File: config.mk
export PLATFORM = sky130hd
export DESIGN_NAME = calibration_threshold_regs
export DESIGN_NICKNAME = d
export VERILOG_FILES = /design/src/core/cal_regs_pkg.sv /design/src/core/calibration_threshold_regs.sv
export SDC_FILE = /design/constraint.sdc
export NUM_CORES = 2
export LEC_CHECK = 0
export BUFFER_PORTS_ARGS = -buffer_cell sky130_fd_sc_hd__buf_2
export CORE_MARGIN = 2
export CORE_UTILIZATION = 40
export DETAILED_ROUTE_END_ITERATION = 10
export PLACE_DENSITY = 0.66
export SETUP_SLACK_MARGIN = 0.05
export SLEW_MARGIN = 40
export SYNTH_ARGS = -nofsm -noshare
export SYNTH_HDL_FRONTEND = slang
export SYNTH_SLANG_ARGS = --single-unit
File: constraint.sdc
create_clock -name i_clk -period 9.73 [get_ports i_clk]
set_input_delay 0 -clock i_clk [delete_from_list [all_inputs] [get_ports i_clk]]
set_output_delay 0 -clock i_clk [all_outputs]
set_load 0.01 [all_outputs]
File: src/core/cal_regs_pkg.sv
// Constants and carrier types for the calibration and threshold register bank.
// Assumes a 24-bit register word addressed by page number and word address.
package cal_regs_pkg;

  localparam int unsigned DATA_W = 24;
  localparam int unsigned PAGE_W = 8;
  localparam int unsigned ADDR_W = 6;

  localparam logic [PAGE_W-1:0] PAGE_0 = 8'h00;
  localparam logic [PAGE_W-1:0] PAGE_16 = 8'h10;
  localparam logic [PAGE_W-1:0] PAGE_18 = 8'h12;

  localparam logic [ADDR_W-1:0] ADDR_CURRENT_ZX_THRESHOLD = 6'h18;
  localparam logic [ADDR_W-1:0] ADDR_CURRENT_GAIN = 6'h21;
  localparam logic [ADDR_W-1:0] ADDR_CURRENT_AC_OFFSET = 6'h25;
  localparam logic [ADDR_W-1:0] ADDR_REACTIVE_POWER_OFFSET = 6'h26;
  localparam logic [ADDR_W-1:0] ADDR_TEMPERATURE_GAIN = 6'h36;
  localparam logic [ADDR_W-1:0] ADDR_TEMPERATURE_OFFSET = 6'h37;
  localparam logic [ADDR_W-1:0] ADDR_ZERO_CROSS_COUNT = 6'h37;
  localparam logic [ADDR_W-1:0] ADDR_VOLTAGE_ZX_THRESHOLD = 6'h3a;
  localparam logic [ADDR_W-1:0] ADDR_CALIBRATION_SCALE = 6'h3f;

  localparam logic [DATA_W-1:0] RST_ZX_THRESHOLD = 24'h100000;
  localparam logic [DATA_W-1:0] RST_CURRENT_GAIN = 24'h400000;
  localparam logic [DATA_W-1:0] RST_CURRENT_AC_OFFSET = 24'h000000;
  localparam logic [DATA_W-1:0] RST_REACTIVE_POWER_OFFSET = 24'h000000;
  localparam logic [DATA_W-1:0] RST_TEMPERATURE_GAIN = 24'h06b716;
  localparam logic [DATA_W-1:0] RST_TEMPERATURE_OFFSET = 24'hd53998;
  localparam logic [DATA_W-1:0] RST_ZERO_CROSS_COUNT = 24'h000064;
  localparam logic [DATA_W-1:0] RST_CALIBRATION_SCALE = 24'h4ccccc;

  // Fraction bits of the fixed-point formats involved in arithmetic.
  localparam int unsigned TEMP_GAIN_FRAC = 16;
  localparam int unsigned GAIN_FRAC = 22;
  localparam int unsigned DIV_W = DATA_W + GAIN_FRAC;
  localparam logic [DATA_W-1:0] GAIN_MAX = 24'hffffff;

  typedef struct packed {
    logic [PAGE_W-1:0] page;
    logic [ADDR_W-1:0] addr;
    logic [DATA_W-1:0] data;
  } reg_write_t;

  typedef enum logic [0:0] {
    CAL_IDLE,
    CAL_DIVIDE
  } cal_state_t;

endpackage : cal_regs_pkg

File: src/core/calibration_threshold_regs.sv
// Calibration and threshold register bank of a two-channel energy front end.
// Assumes the serial port decoder presents one-cycle write and read strobes
// with page and word address, and that datapath inputs are on i_clk.
//
// Function
// - Reactive power offset, reset zero, is added to averaged reactive power.
// - Current AC offset clears at reset and is subtracted from the squared RMS.
// - Temperature gain, unsigned 8.16, resets to 0x06B716, scales temperature.
// - Temperature offset, signed 8.16, resets to 0xD53998, offsets temperature.
// - Gain calibration divides scale by current RMS into current gain.
// - Calibration scale resets to 0x4CCCCC, which is 0.6.
// - Line frequency window spans zero-crossing count crossings, reset 100.
// - Voltage zero-crossing detection only while peak voltage exceeds threshold.
// - Current zero-crossing detection only while peak current exceeds threshold.
// - Current gain is unsigned 2.22, range below 4.0, resets to 1.0.
// - Data-ready flag sets when a calibration command completes.
`timescale 1ns/100ps
module calibration_threshold_regs
  import cal_regs_pkg::*;
(
  input wire logic i_clk,
  input wire logic i_rst_b,
  input wire logic i_wr,
  input wire reg_write_t i_wr_req,
  input wire logic i_rd,
  input wire logic [PAGE_W-1:0] i_rd_page,
  input wire logic [ADDR_W-1:0] i_rd_addr,
  input wire logic [DATA_W-1:0] i_reactive_power_raw,
  input wire logic [DATA_W-1:0] i_current_rms_sq,
  input wire logic [DATA_W-1:0] i_current_rms_result,
  input wire logic [DATA_W-1:0] i_temperature_raw,
  input wire logic [DATA_W-1:0] i_voltage_peak,
  input wire logic [DATA_W-1:0] i_current_peak,
  input wire logic i_zero_cross,
  input wire logic i_cal_gain_start,
  input wire logic i_data_ready_clear,
  output logic [DATA_W-1:0] o_rd_data,
  output logic o_rd_valid,
  output logic [DATA_W-1:0] o_reactive_power_average,
  output logic [DATA_W-1:0] o_current_rms_corrected,
  output logic [DATA_W-1:0] o_temperature_result,
  output logic [DATA_W-1:0] o_current_gain,
  output logic o_voltage_zx_enable,
  output logic o_current_zx_enable,
  output logic o_freq_window_done,
  output logic o_cal_busy,
  output logic o_data_ready_flag
);

  function automatic logic hit(input logic [PAGE_W-1:0] pg, input logic [ADDR_W-1:0] ad,
                               input logic [PAGE_W-1:0] want_pg, input logic [ADDR_W-1:0] want_ad);
    hit = (pg == want_pg) && (ad == want_ad);
  endfunction : hit

  logic [DATA_W-1:0] reactive_power_offset_ff;
  logic [DATA_W-1:0] current_ac_offset_ff;
  logic [DATA_W-1:0] temperature_gain_ff;
  logic [DATA_W-1:0] temperature_offset_ff;
  logic [DATA_W-1:0] calibration_scale_ff;
  logic [DATA_W-1:0] zero_cross_count_ff;
  logic [DATA_W-1:0] voltage_zero_cross_threshold_ff;
  logic [DATA_W-1:0] current_zero_cross_threshold_ff;
  logic [DATA_W-1:0] current_gain_ff;
  logic [DATA_W-1:0] zx_seen_ff;
  logic freq_done_ff;
  logic data_ready_ff;
  logic [DATA_W-1:0] rd_data_ff;
  logic rd_valid_ff;
  cal_state_t state_ff;
  logic [DIV_W-1:0] dividend_ff;
  logic [DATA_W:0] remainder_ff;
  logic [DIV_W-1:0] quotient_ff;
  logic [$clog2(DIV_W+1)-1:0] bit_cnt_ff;

  wire [PAGE_W-1:0] wpg = i_wr_req.page;
  wire [ADDR_W-1:0] wad = i_wr_req.addr;
  wire wr_reactive_off = i_wr && hit(wpg, wad, PAGE_16, ADDR_REACTIVE_POWER_OFFSET);
  wire wr_ac_off = i_wr && hit(wpg, wad, PAGE_16, ADDR_CURRENT_AC_OFFSET);
  wire wr_temp_gain = i_wr && hit(wpg, wad, PAGE_16, ADDR_TEMPERATURE_GAIN);
  wire wr_temp_off = i_wr && hit(wpg, wad, PAGE_16, ADDR_TEMPERATURE_OFFSET);
  wire wr_gain = i_wr && hit(wpg, wad, PAGE_16, ADDR_CURRENT_GAIN);
  wire wr_scale = i_wr && hit(wpg, wad, PAGE_18, ADDR_CALIBRATION_SCALE);
  wire wr_zx_count = i_wr && hit(wpg, wad, PAGE_0, ADDR_ZERO_CROSS_COUNT);
  wire wr_vzx = i_wr && hit(wpg, wad, PAGE_18, ADDR_VOLTAGE_ZX_THRESHOLD);
  wire wr_izx = i_wr && hit(wpg, wad, PAGE_18, ADDR_CURRENT_ZX_THRESHOLD);

  // Unmapped reads return zero.
  wire [DATA_W-1:0] rd_mux =
    hit(i_rd_page, i_rd_addr, PAGE_16, ADDR_REACTIVE_POWER_OFFSET) ? reactive_power_offset_ff :
    hit(i_rd_page, i_rd_addr, PAGE_16, ADDR_CURRENT_AC_OFFSET) ? current_ac_offset_ff :
    hit(i_rd_page, i_rd_addr, PAGE_16, ADDR_TEMPERATURE_GAIN) ? temperature_gain_ff :
    hit(i_rd_page, i_rd_addr, PAGE_16, ADDR_TEMPERATURE_OFFSET) ? temperature_offset_ff :
    hit(i_rd_page, i_rd_addr, PAGE_16, ADDR_CURRENT_GAIN) ? current_gain_ff :
    hit(i_rd_page, i_rd_addr, PAGE_18, ADDR_CALIBRATION_SCALE) ? calibration_scale_ff :
    hit(i_rd_page, i_rd_addr, PAGE_0, ADDR_ZERO_CROSS_COUNT) ? zero_cross_count_ff :
    hit(i_rd_page, i_rd_addr, PAGE_18, ADDR_VOLTAGE_ZX_THRESHOLD) ? voltage_zero_cross_threshold_ff :
    hit(i_rd_page, i_rd_addr, PAGE_18, ADDR_CURRENT_ZX_THRESHOLD) ? current_zero_cross_threshold_ff :
    '0;

  // The reactive power sum wraps in 24 bits; the host keeps the offset sane.
  wire [DATA_W-1:0] nxt_reactive = i_reactive_power_raw + reactive_power_offset_ff;
  // The AC offset holds a squared noise level, so it is removed from the squared RMS, floored at zero.
  wire [DATA_W-1:0] nxt_rms_corr = (i_current_rms_sq > current_ac_offset_ff) ?
    i_current_rms_sq - current_ac_offset_ff : '0;
  wire signed [2*DATA_W:0] temp_prod =
    $signed(i_temperature_raw) * $signed({1'b0, temperature_gain_ff});
  wire [DATA_W-1:0] temp_scaled = temp_prod[TEMP_GAIN_FRAC +: DATA_W];
  wire [DATA_W-1:0] nxt_temp = temp_scaled + temperature_offset_ff;

  // Restoring division, one quotient bit per cycle, of scale shifted into 2.22 by the RMS result.
  wire [DATA_W:0] rem_shift = {remainder_ff[DATA_W-1:0], dividend_ff[DIV_W-1]};
  wire rem_ge = rem_shift >= {1'b0, i_current_rms_result};
  wire [DATA_W:0] nxt_remainder = rem_ge ? rem_shift - {1'b0, i_current_rms_result} : rem_shift;
  wire div_last = (bit_cnt_ff == 1);
  // A quotient of 4.0 or more, or a zero divisor, cannot be held and saturates.
  wire div_overflow = (i_current_rms_result == '0) || (quotient_ff[DIV_W-2:DATA_W-1] != '0);
  wire [DATA_W-1:0] div_result = div_overflow ? GAIN_MAX : {quotient_ff[DATA_W-2:0], rem_ge};
  wire cal_done = (state_ff == CAL_DIVIDE) && div_last;

  wire zx_last = i_zero_cross && (zx_seen_ff + 24'h000001 >= zero_cross_count_ff);

  always_ff @(posedge i_clk) begin
    if (!i_rst_b) begin
      reactive_power_offset_ff <= RST_REACTIVE_POWER_OFFSET;
      current_ac_offset_ff <= RST_CURRENT_AC_OFFSET;
      temperature_gain_ff <= RST_TEMPERATURE_GAIN;
      temperature_offset_ff <= RST_TEMPERATURE_OFFSET;
      calibration_scale_ff <= RST_CALIBRATION_SCALE;
      zero_cross_count_ff <= RST_ZERO_CROSS_COUNT;
      voltage_zero_cross_threshold_ff <= RST_ZX_THRESHOLD;
      current_zero_cross_threshold_ff <= RST_ZX_THRESHOLD;
    end else begin
      if (wr_reactive_off) reactive_power_offset_ff <= i_wr_req.data;
      if (wr_ac_off) current_ac_offset_ff <= i_wr_req.data;
      if (wr_temp_gain) temperature_gain_ff <= i_wr_req.data;
      if (wr_temp_off) temperature_offset_ff <= i_wr_req.data;
      if (wr_scale) calibration_scale_ff <= i_wr_req.data;
      if (wr_zx_count) zero_cross_count_ff <= i_wr_req.data;
      if (wr_vzx) voltage_zero_cross_threshold_ff <= i_wr_req.data;
      if (wr_izx) current_zero_cross_threshold_ff <= i_wr_req.data;
    end
  end

  // The calibration result takes priority over a host write landing in the same cycle.
  always_ff @(posedge i_clk) begin
    if (!i_rst_b) begin
      current_gain_ff <= RST_CURRENT_GAIN;
    end else if (cal_done) begin
      current_gain_ff <= div_result;
    end else if (wr_gain) begin
      current_gain_ff <= i_wr_req.data;
    end
  end

  always_ff @(posedge i_clk) begin
    if (!i_rst_b) begin
      state_ff <= CAL_IDLE;
      dividend_ff <= '0;
      remainder_ff <= '0;
      quotient_ff <= '0;
      bit_cnt_ff <= '0;
    end else begin
      case (state_ff)
        CAL_IDLE: begin
          if (i_cal_gain_start) begin
            state_ff <= CAL_DIVIDE;
            dividend_ff <= {calibration_scale_ff, {GAIN_FRAC{1'b0}}};
            remainder_ff <= '0;
            quotient_ff <= '0;
            bit_cnt_ff <= DIV_W[$clog2(DIV_W+1)-1:0];
          end
        end
        CAL_DIVIDE: begin
          dividend_ff <= {dividend_ff[DIV_W-2:0], 1'b0};
          remainder_ff <= nxt_remainder;
          quotient_ff <= {quotient_ff[DIV_W-2:0], rem_ge};
          bit_cnt_ff <= bit_cnt_ff - 1'b1;
          if (div_last) state_ff <= CAL_IDLE;
        end
        default: state_ff <= CAL_IDLE;
      endcase
    end
  end

  // A completion in the clearing cycle keeps the flag set.
  always_ff @(posedge i_clk) begin
    if (!i_rst_b) begin
      data_ready_ff <= 1'b0;
    end else begin
      data_ready_ff <= cal_done || (data_ready_ff && !i_data_ready_clear);
    end
  end

  always_ff @(posedge i_clk) begin
    if (!i_rst_b) begin
      zx_seen_ff <= '0;
      freq_done_ff <= 1'b0;
    end else begin
      freq_done_ff <= zx_last;
      if (zx_last) zx_seen_ff <= '0;
      else if (i_zero_cross) zx_seen_ff <= zx_seen_ff + 24'h000001;
    end
  end

  always_ff @(posedge i_clk) begin
    if (!i_rst_b) begin
      rd_data_ff <= '0;
      rd_valid_ff <= 1'b0;
      o_reactive_power_average <= '0;
      o_current_rms_corrected <= '0;
      o_temperature_result <= '0;
      o_voltage_zx_enable <= 1'b0;
      o_current_zx_enable <= 1'b0;
    end else begin
      rd_valid_ff <= i_rd;
      if (i_rd) rd_data_ff <= rd_mux;
      o_reactive_power_average <= nxt_reactive;
      o_current_rms_corrected <= nxt_rms_corr;
      o_temperature_result <= nxt_temp;
      o_voltage_zx_enable <= $signed(i_voltage_peak) > $signed(voltage_zero_cross_threshold_ff);
      o_current_zx_enable <= $signed(i_current_peak) > $signed(current_zero_cross_threshold_ff);
    end
  end

  assign o_rd_data = rd_data_ff;
  assign o_rd_valid = rd_valid_ff;
  assign o_current_gain = current_gain_ff;
  assign o_freq_window_done = freq_done_ff;
  assign o_cal_busy = (state_ff == CAL_DIVIDE);
  assign o_data_ready_flag = data_ready_ff;

endmodule : calibration_threshold_regs

Word level (Yosys, flattened, before mapping)

Index checks and enable logic that the tools add are counted.
Widths: inputs -> output; s select.

Add/subtract/negate cells: 6
Multiply operators: 1
Divide/modulo/power cells: 0
Order comparisons: 5
Eq/ne operators: 22
Shift-type cells: 0
Multiplexer cells: 24
Bitwise gates (word level): 2
Reduce and logical (&&, ||, !) cells: 40

Operator list:

| cell                  | count |
|---|---|
| $mux 24               | 14 |
| $pmux 46 s2           | 1 |
| $pmux 45 s2           | 1 |
| $eq 6x6->1 const B    | 14 |
| $gt 24x24->1          | 3 |
| $add 24x24->24        | 2 |
| $pmux 24 s2           | 1 |
| $sub 24x24->24        | 2 |
| $mux 46               | 1 |
| $mux 45               | 1 |
| $mul 24x25->40        | 1 |
| $eq 8x5->1 const B    | 4 |
| $logic_and 1x1->1     | 30 |
| $ge 25x24->1          | 1 |
| $add 24x1->24 const B | 1 |
| $ge 24x24->1          | 1 |
| $logic_not 24->1      | 1 |
| $reduce_bool 22->1    | 1 |
| $logic_not 8->1       | 2 |
| $eq 6x5->1 const B    | 2 |
| $pmux 6 s2            | 1 |
| $eq 6x1->1 const B    | 1 |
| $mux 6                | 1 |
| $sub 6x1->6 const B   | 1 |
| 9 further kinds       | 12 |

Bits in registers: 463
Latch bits: 0
RAM bits: 0
Bits in read-only memories: 0
Bits of input ports: 203
Output and inout bits: 126
Logic and storage cells: 124
Memories kept: 0

Longest topological paths before layout

Depth after elaboration: 11
Gate-level depth with buffers: 37
Gate-level depth less buffers: 36

Least setup slack after synthesis

Ideal clock, no wire load.

Kind: register to register
From: reg temperature_gain_ff[13]
To: reg o_temperature_result[23]
Library setup time: 0.115 ns
Arrival time: 7.956 ns
Data required time: 9.615 ns
Setup slack: 1.659 ns
Cell stages (with the launch flop): 34
Buffers on the path: 1
Period minus slack after synthesis: 8.071 ns
Path through: dfxtp_1 > clkbuf_1 > nand2_1 > fa_1 > fa_1 > fa_1 > inv_1 > fa_1 > fa_1 > inv_1 > fa_1 > fa_1 > inv_1 > ha_1 > a21o_1 > a21oi_1 > o211a_1 > a21bo_2 > o211ai_1 > nand3_1 > a21boi_0 > nor2_1 > xnor2_1 > ha_1 > o21a_1 > o21ai_0 > a21oi_1 > o21ai_2 > o31ai_1 > o21a_1 > o21a_1 > o22ai_1 > xnor3_1 > and2_1

Word-level cells in the longest chain between the ends: 2

RTL lines:

| item                   | line                              | RTL |
|---|---|---|
| from (decl)            | calibration_threshold_regs.sv:57  | `logic [DATA_W-1:0] temperature_gain_ff;` |
| from (signal assigned) | calibration_threshold_regs.sv:135 | `if (wr_temp_gain) temperature_gain_ff <= i_wr_req.data;` |
| $mul 24x25->40         | calibration_threshold_regs.sv:106 | `$signed(i_temperature_raw) * $signed({1'b0, temperature_gain_ff});` |
| $add 24x24->24         | calibration_threshold_regs.sv:108 | `wire [DATA_W-1:0] nxt_temp = temp_scaled + temperature_offset_ff;` |
| to (signal assigned)   | calibration_threshold_regs.sv:219 | `o_temperature_result <= nxt_temp;` |
| to (decl)              | calibration_threshold_regs.sv:41  | `output logic [DATA_W-1:0] o_temperature_result,` |

No other way between the ends.
A chain may end at the register's enable or synchronous reset.

Worst setup path after layout

From: reg temperature_gain_ff[6]
To: reg o_temperature_result[23]

Same word-level chain as after synthesis.

==> results by stage <==
Yosys:
- The cell area that synthesis handed to floorplanning was roughly 40000 sq um.
- The share of synthesized flip-flops with an asynchronous set or reset is 0.
- The synthesized netlist cell count is slightly below 5000.
- The synthesized netlist net count is between 5000 and 6000.
- For this run, the leading register cell type out of synthesis is dfxtp_1.
- In this run the mean area of a mapped cell was approximately 8.6 sq um.
- The distinct cell type count of the synthesized netlist is between 70 and 80.
- The portion of the post-synthesis area used by sequential elements is 0.2144.
- The number of synthesized flops with an enable pin is 0.
- Yosys printed 0 warnings.
- The synthesis-stage register bit count is about 440.

Timing:
- In this run the tightest slew margin relative to its limit is 0.4237.
- The post-route worst setup slack is just over 0.9 ns.
- The slew at the pin closest to its max-slew limit is roughly 0.86 ns.
- The clock tree skew after final layout is about 0.056 ns.
- Setup repair after global routing left no endpoint under its margin.
- The minimum period implied by the final worst setup slack is approximately 8.8 ns.
- The maximum frequency from static timing analysis is roughly 110 MHz.
- The final hold violation count is 0.
- The final setup TNS is 0 ns.
- The post-route clock period utilization is 0.9069.
- The final count of pins violating max slew was 0.
- The final-report setup violation count is 0.

Floorplan:
- In this run the standard cell core region covers between 100000 and 150000 sq um.
- roughly 330 I/O pins were placed.
- From left edge to right edge, the die measures roughly 320 um.
- Row generation in the floorplan step produced about 120 rows.
- The initial core utilization is 0.4042.
- The vertical die dimension is between 300 and 400 um.
- The total die area is about 110000 sq um.

Critical path:
- The critical path ends at o_temperature_result[23].
- The endpoint identified for the worst register-to-register timing path is o_temperature_result[23].
- STA classifies the critical path endpoint as a flip-flop.
- The startpoint of the most critical setup path is temperature_gain_ff[6].
- Among the stages of the critical path, the cell type that occurs most often is fa_1.
- The launching point of the worst reg2reg path is temperature_gain_ff[6].
- In this design, the largest share of critical-path delay is due to adder cells.
- The setup slack on the worst flop-to-flop path is between 0.9 and 1 ns.
- The worst setup path is of the flip-flop to flip-flop kind.
- The largest individual stage delay along the critical path comes from the cell fa_1.
- STA puts the critical path data required time at 10.27 ns.
- Together, buffers and inverters on the worst path number 7.
- The arrival time at the worst endpoint is 9.37 ns.
- In this run the worst path has a maximum fanout of 14.
- The highest cell delay on the worst timing path is roughly 0.54 ns.
- Counting buffers and inverters, the worst setup path is 33 cells deep.
- The sort of element at the start of the critical path is a flip-flop.
- For the worst flop-to-flop path, the logic depth is 33.

Clock network:
- The maximum level of the CTS H-tree is 2.
- The TritonCTS clock tree is yes.
- The number of sinks driven by the clock tree is 441.
- The total setup buffers inserted after CTS is 0.
- The number of hold-repair buffers added at the cts stage is 111.
- After clock tree synthesis, the clock-pin slew on the worst setup and hold paths is approximately 0.06 ns.
- The count of cells resized by post-cts repair is 0.
- The number of buffers added by the clock tree synthesis step is 53.
- The worst-case clock buffer depth is 3.
- The master cell of the clock root buffer is clkbuf_16.
- At the later pin of the worst-skew pair, clock insertion delay measures approximately 0.67 ns.

GRT:
- The overall routing resource usage is 0.2374.
- The number of antenna violations at the first check in global routing came to 13.
- The first global-routing pass estimated around 200000 um of wire.
- The total overflow left after global routing is 0.
- Entering global routing, the biggest net connects around 190 pins.
- The via count of the first global-routing pass is 34094.

Pwr:
- The power density over cell area is between 300 and 400 nW/um^2.
- The worst voltage drop across the vdd grid is roughly 0.001 V.
- Of the total power, the share spent switching nets is 0.5041.
- In this run the static leakage power is ~21 nW.
- The power spent charging and discharging nets is between 0.009 and 0.01 W.
- The sequential power share is 0.112.
- Cell internal power was estimated by the tool at 0.008931 W.
- Of the total power, combinational logic draws 0.774.
- The proportion of power drawn by the clock network is 0.114.

Finish:
- The number of nets in the layout is around 6100.
- Of the cells placed in the final design, the portion with a size suffix greater than 1 is 0.09756.
- Fill cells in the final layout number 9885.
- The number of standard cells in the final layout excluding fillers is ~6500.
- The area added between synthesis and finish is 13.77%.

Placed design:
- The number of cells in the design after placement is 6276.
- Detailed placement finished with a half-perimeter wire length of 97560 um.
- At the end of routability-driven placement, the weighted congestion stood at around 0.9.
- The worst slack after detailed placement is just under 1 ns.
- The count of input and output buffers is roughly 330.

Worst hold path:
- The worst hold path belongs to the class input port to flip-flop.
- In this run the most critical hold path is launched from i_reactive_power_raw[21].

Route:
- The detail-routed net length per standard cell is 19.47 um.
- The pre-antenna-repair detailed-routing pass consisted of 5 iterations.
- The via count of the routed design is around 34000.
- In this run, the number of DRC markers left after iteration 0 of detailed routing was roughly 2900.
- The number of remaining DRC errors is 0.
- Using the TritonRoute via totals, the vias-per-cell ratio works out to around 5.3.
- The total detailed-routing wirelength is between 100000 and 150000 um.
- The post-detailed-route count of antenna-violating nets is 0.

Job:
- The number of max-capacitance violations reported is 0.

Status:
- The run finished with clean final reports.
==> power by group through the flow <==
stage	Clock [W]	Sequential [W]	Combinational, W
after floorplan	0	0.00207	0.00997
after global placement	0	0.00205	0.0137
after detailed placement	0	0.00206	0.0138
after CTS	0.00209	0.00202	0.0140
after global routing	0.00217	0.00202	0.0155
final	0.00205	0.00202	0.0139
==> worst register-to-register path: cells and delay by family (launching register included) <==
family,cells,cell delay [ns]
compound gates,10,2.16
flops,1,0.50
fa+ha+maj,9,4.18
buf+inv,7,0.64
xor+xnor,2,0.44
simple gates,5,0.80
==> placed cells by master, fill, tap and decap left out, types with 26 or more instances in the layout <==
cell,n
a21boi_0,113
a21o_1,68
a21oi_1,153
a22oi_1,71
and2_1,302
buf_2,327
buf_4,44
clkbuf_16,53
dfxtp_1,438
dlygate4sd3_1,111
fa_1,460
ha_1,316
inv_1,677
mux2i_1,100
nand2_1,724
nand2b_1,30
nand3_1,68
nand4_1,61
nor2_1,125
nor2b_1,149
nor3_1,28
nor3b_1,54
o211a_1,26
o21a_1,28
o21ai_0,122
xnor2_1,99
xor2_1,52
==> synth_stat cells, drive strengths merged, types with 31 or more instances <==
master | count | share of area
xnor2 | 99 | 0.021
nor2b | 150 | 0.023
nor3b | 55 | 0.010
a21oi | 154 | 0.019
a21o | 68 | 0.012
ha | 316 | 0.096
fa | 460 | 0.22
nand2 | 724 | 0.066
nand2b | 32 | 0.0049
xor2 | 52 | 0.011
clkbuf | 241 | 0.022
dfxtp | 441 | 0.21
a21boi | 115 | 0.021
a22oi | 71 | 0.013
o21ai | 144 | 0.018
mux2i | 100 | 0.024
nor3 | 31 | 0.0042
nand3 | 69 | 0.0084
nor2 | 129 | 0.012
nand4 | 61 | 0.0093
and2 | 303 | 0.046
inv | 677 | 0.062
buf | 32 | 0.0041
==> cells by family after synthesis <==
logic type      share of synthesized area
simple gates                       0.1985
buf+inv                           0.08780
fa+ha+maj                          0.3196
compound gates                     0.1225
flops                              0.2144
xor+xnor                          0.03266
mux                               0.02458
==> worst min-delay path by stage <==
stage | endpoint | slack [ns] | cells after the start
after global routing | o_rd_data[1] | 0.06 | 2
after floorplan | o_data_ready_flag | 0.22 | 2
after global placement | o_data_ready_flag | 0.32 | 3
after detailed placement | o_data_ready_flag | 0.33 | 3
final | o_reactive_power_average[21] | 0.02 | 5
after CTS | remainder_ff[4] | 0.007 | 6
==> routing by layer <==
metal	track usage	vias to the layer above	routed length, um
met1	0.3237	16732	54540
li1	-	16040	-
met2	0.3761	1273	56910
met3	0.05287	192	10900
met5	0	-	30
met4	0.07035	4	3940
==> sequential cells by signal, indices dropped and copies added, names as in the netlist, 6 cells and up <==
register,flops
bit_cnt_ff,6
calibration_scale_ff,24
current_ac_offset_ff,24
current_zero_cross_threshold_ff,24
dividend_ff,24
o_current_gain,24
o_current_rms_corrected,24
o_rd_data,24
o_reactive_power_average,24
o_temperature_result,24
quotient_ff,45
reactive_power_offset_ff,24
remainder_ff,24
temperature_gain_ff,24
temperature_offset_ff,24
voltage_zero_cross_threshold_ff,24
zero_cross_count_ff,24
zx_seen_ff,24
==> layout make-up <==
type	count	area, sq um	area share
Clock inverter	25	324.1	0.006917
Clock buffer	70	1460	0.03117
Antenna cell	6	15.01	0.0003205
Multi-Input combinational cell	3415	28800	0.6148
Tap cell	1368	1712	0.03653
Inverter	677	2541	0.05424
Sequential cell	441	8832	0.1885
Timing Repair Buffer	487	3163	0.06751
==> stage by stage <==
| step | util | hold WS (ns) | power, W | cell area, sq um |
|---|---|---|---|---|
| global route | 0.4598 | 0.05750 | 0.01967 | 46850 |
| global placement | 0.4306 | 0.3192 | 0.01571 | 43870 |
| floorplan | - | 0.2177 | 0.01205 | 41180 |
| finish | 0.4598 | 0.02000 | 0.01801 | 46850 |
| detailed placement | 0.4310 | 0.3251 | 0.01581 | 43910 |
| CTS | 0.4594 | 0.006744 | 0.01806 | 46810 |
No activity file was read; power rests on OpenSTA's default activity.
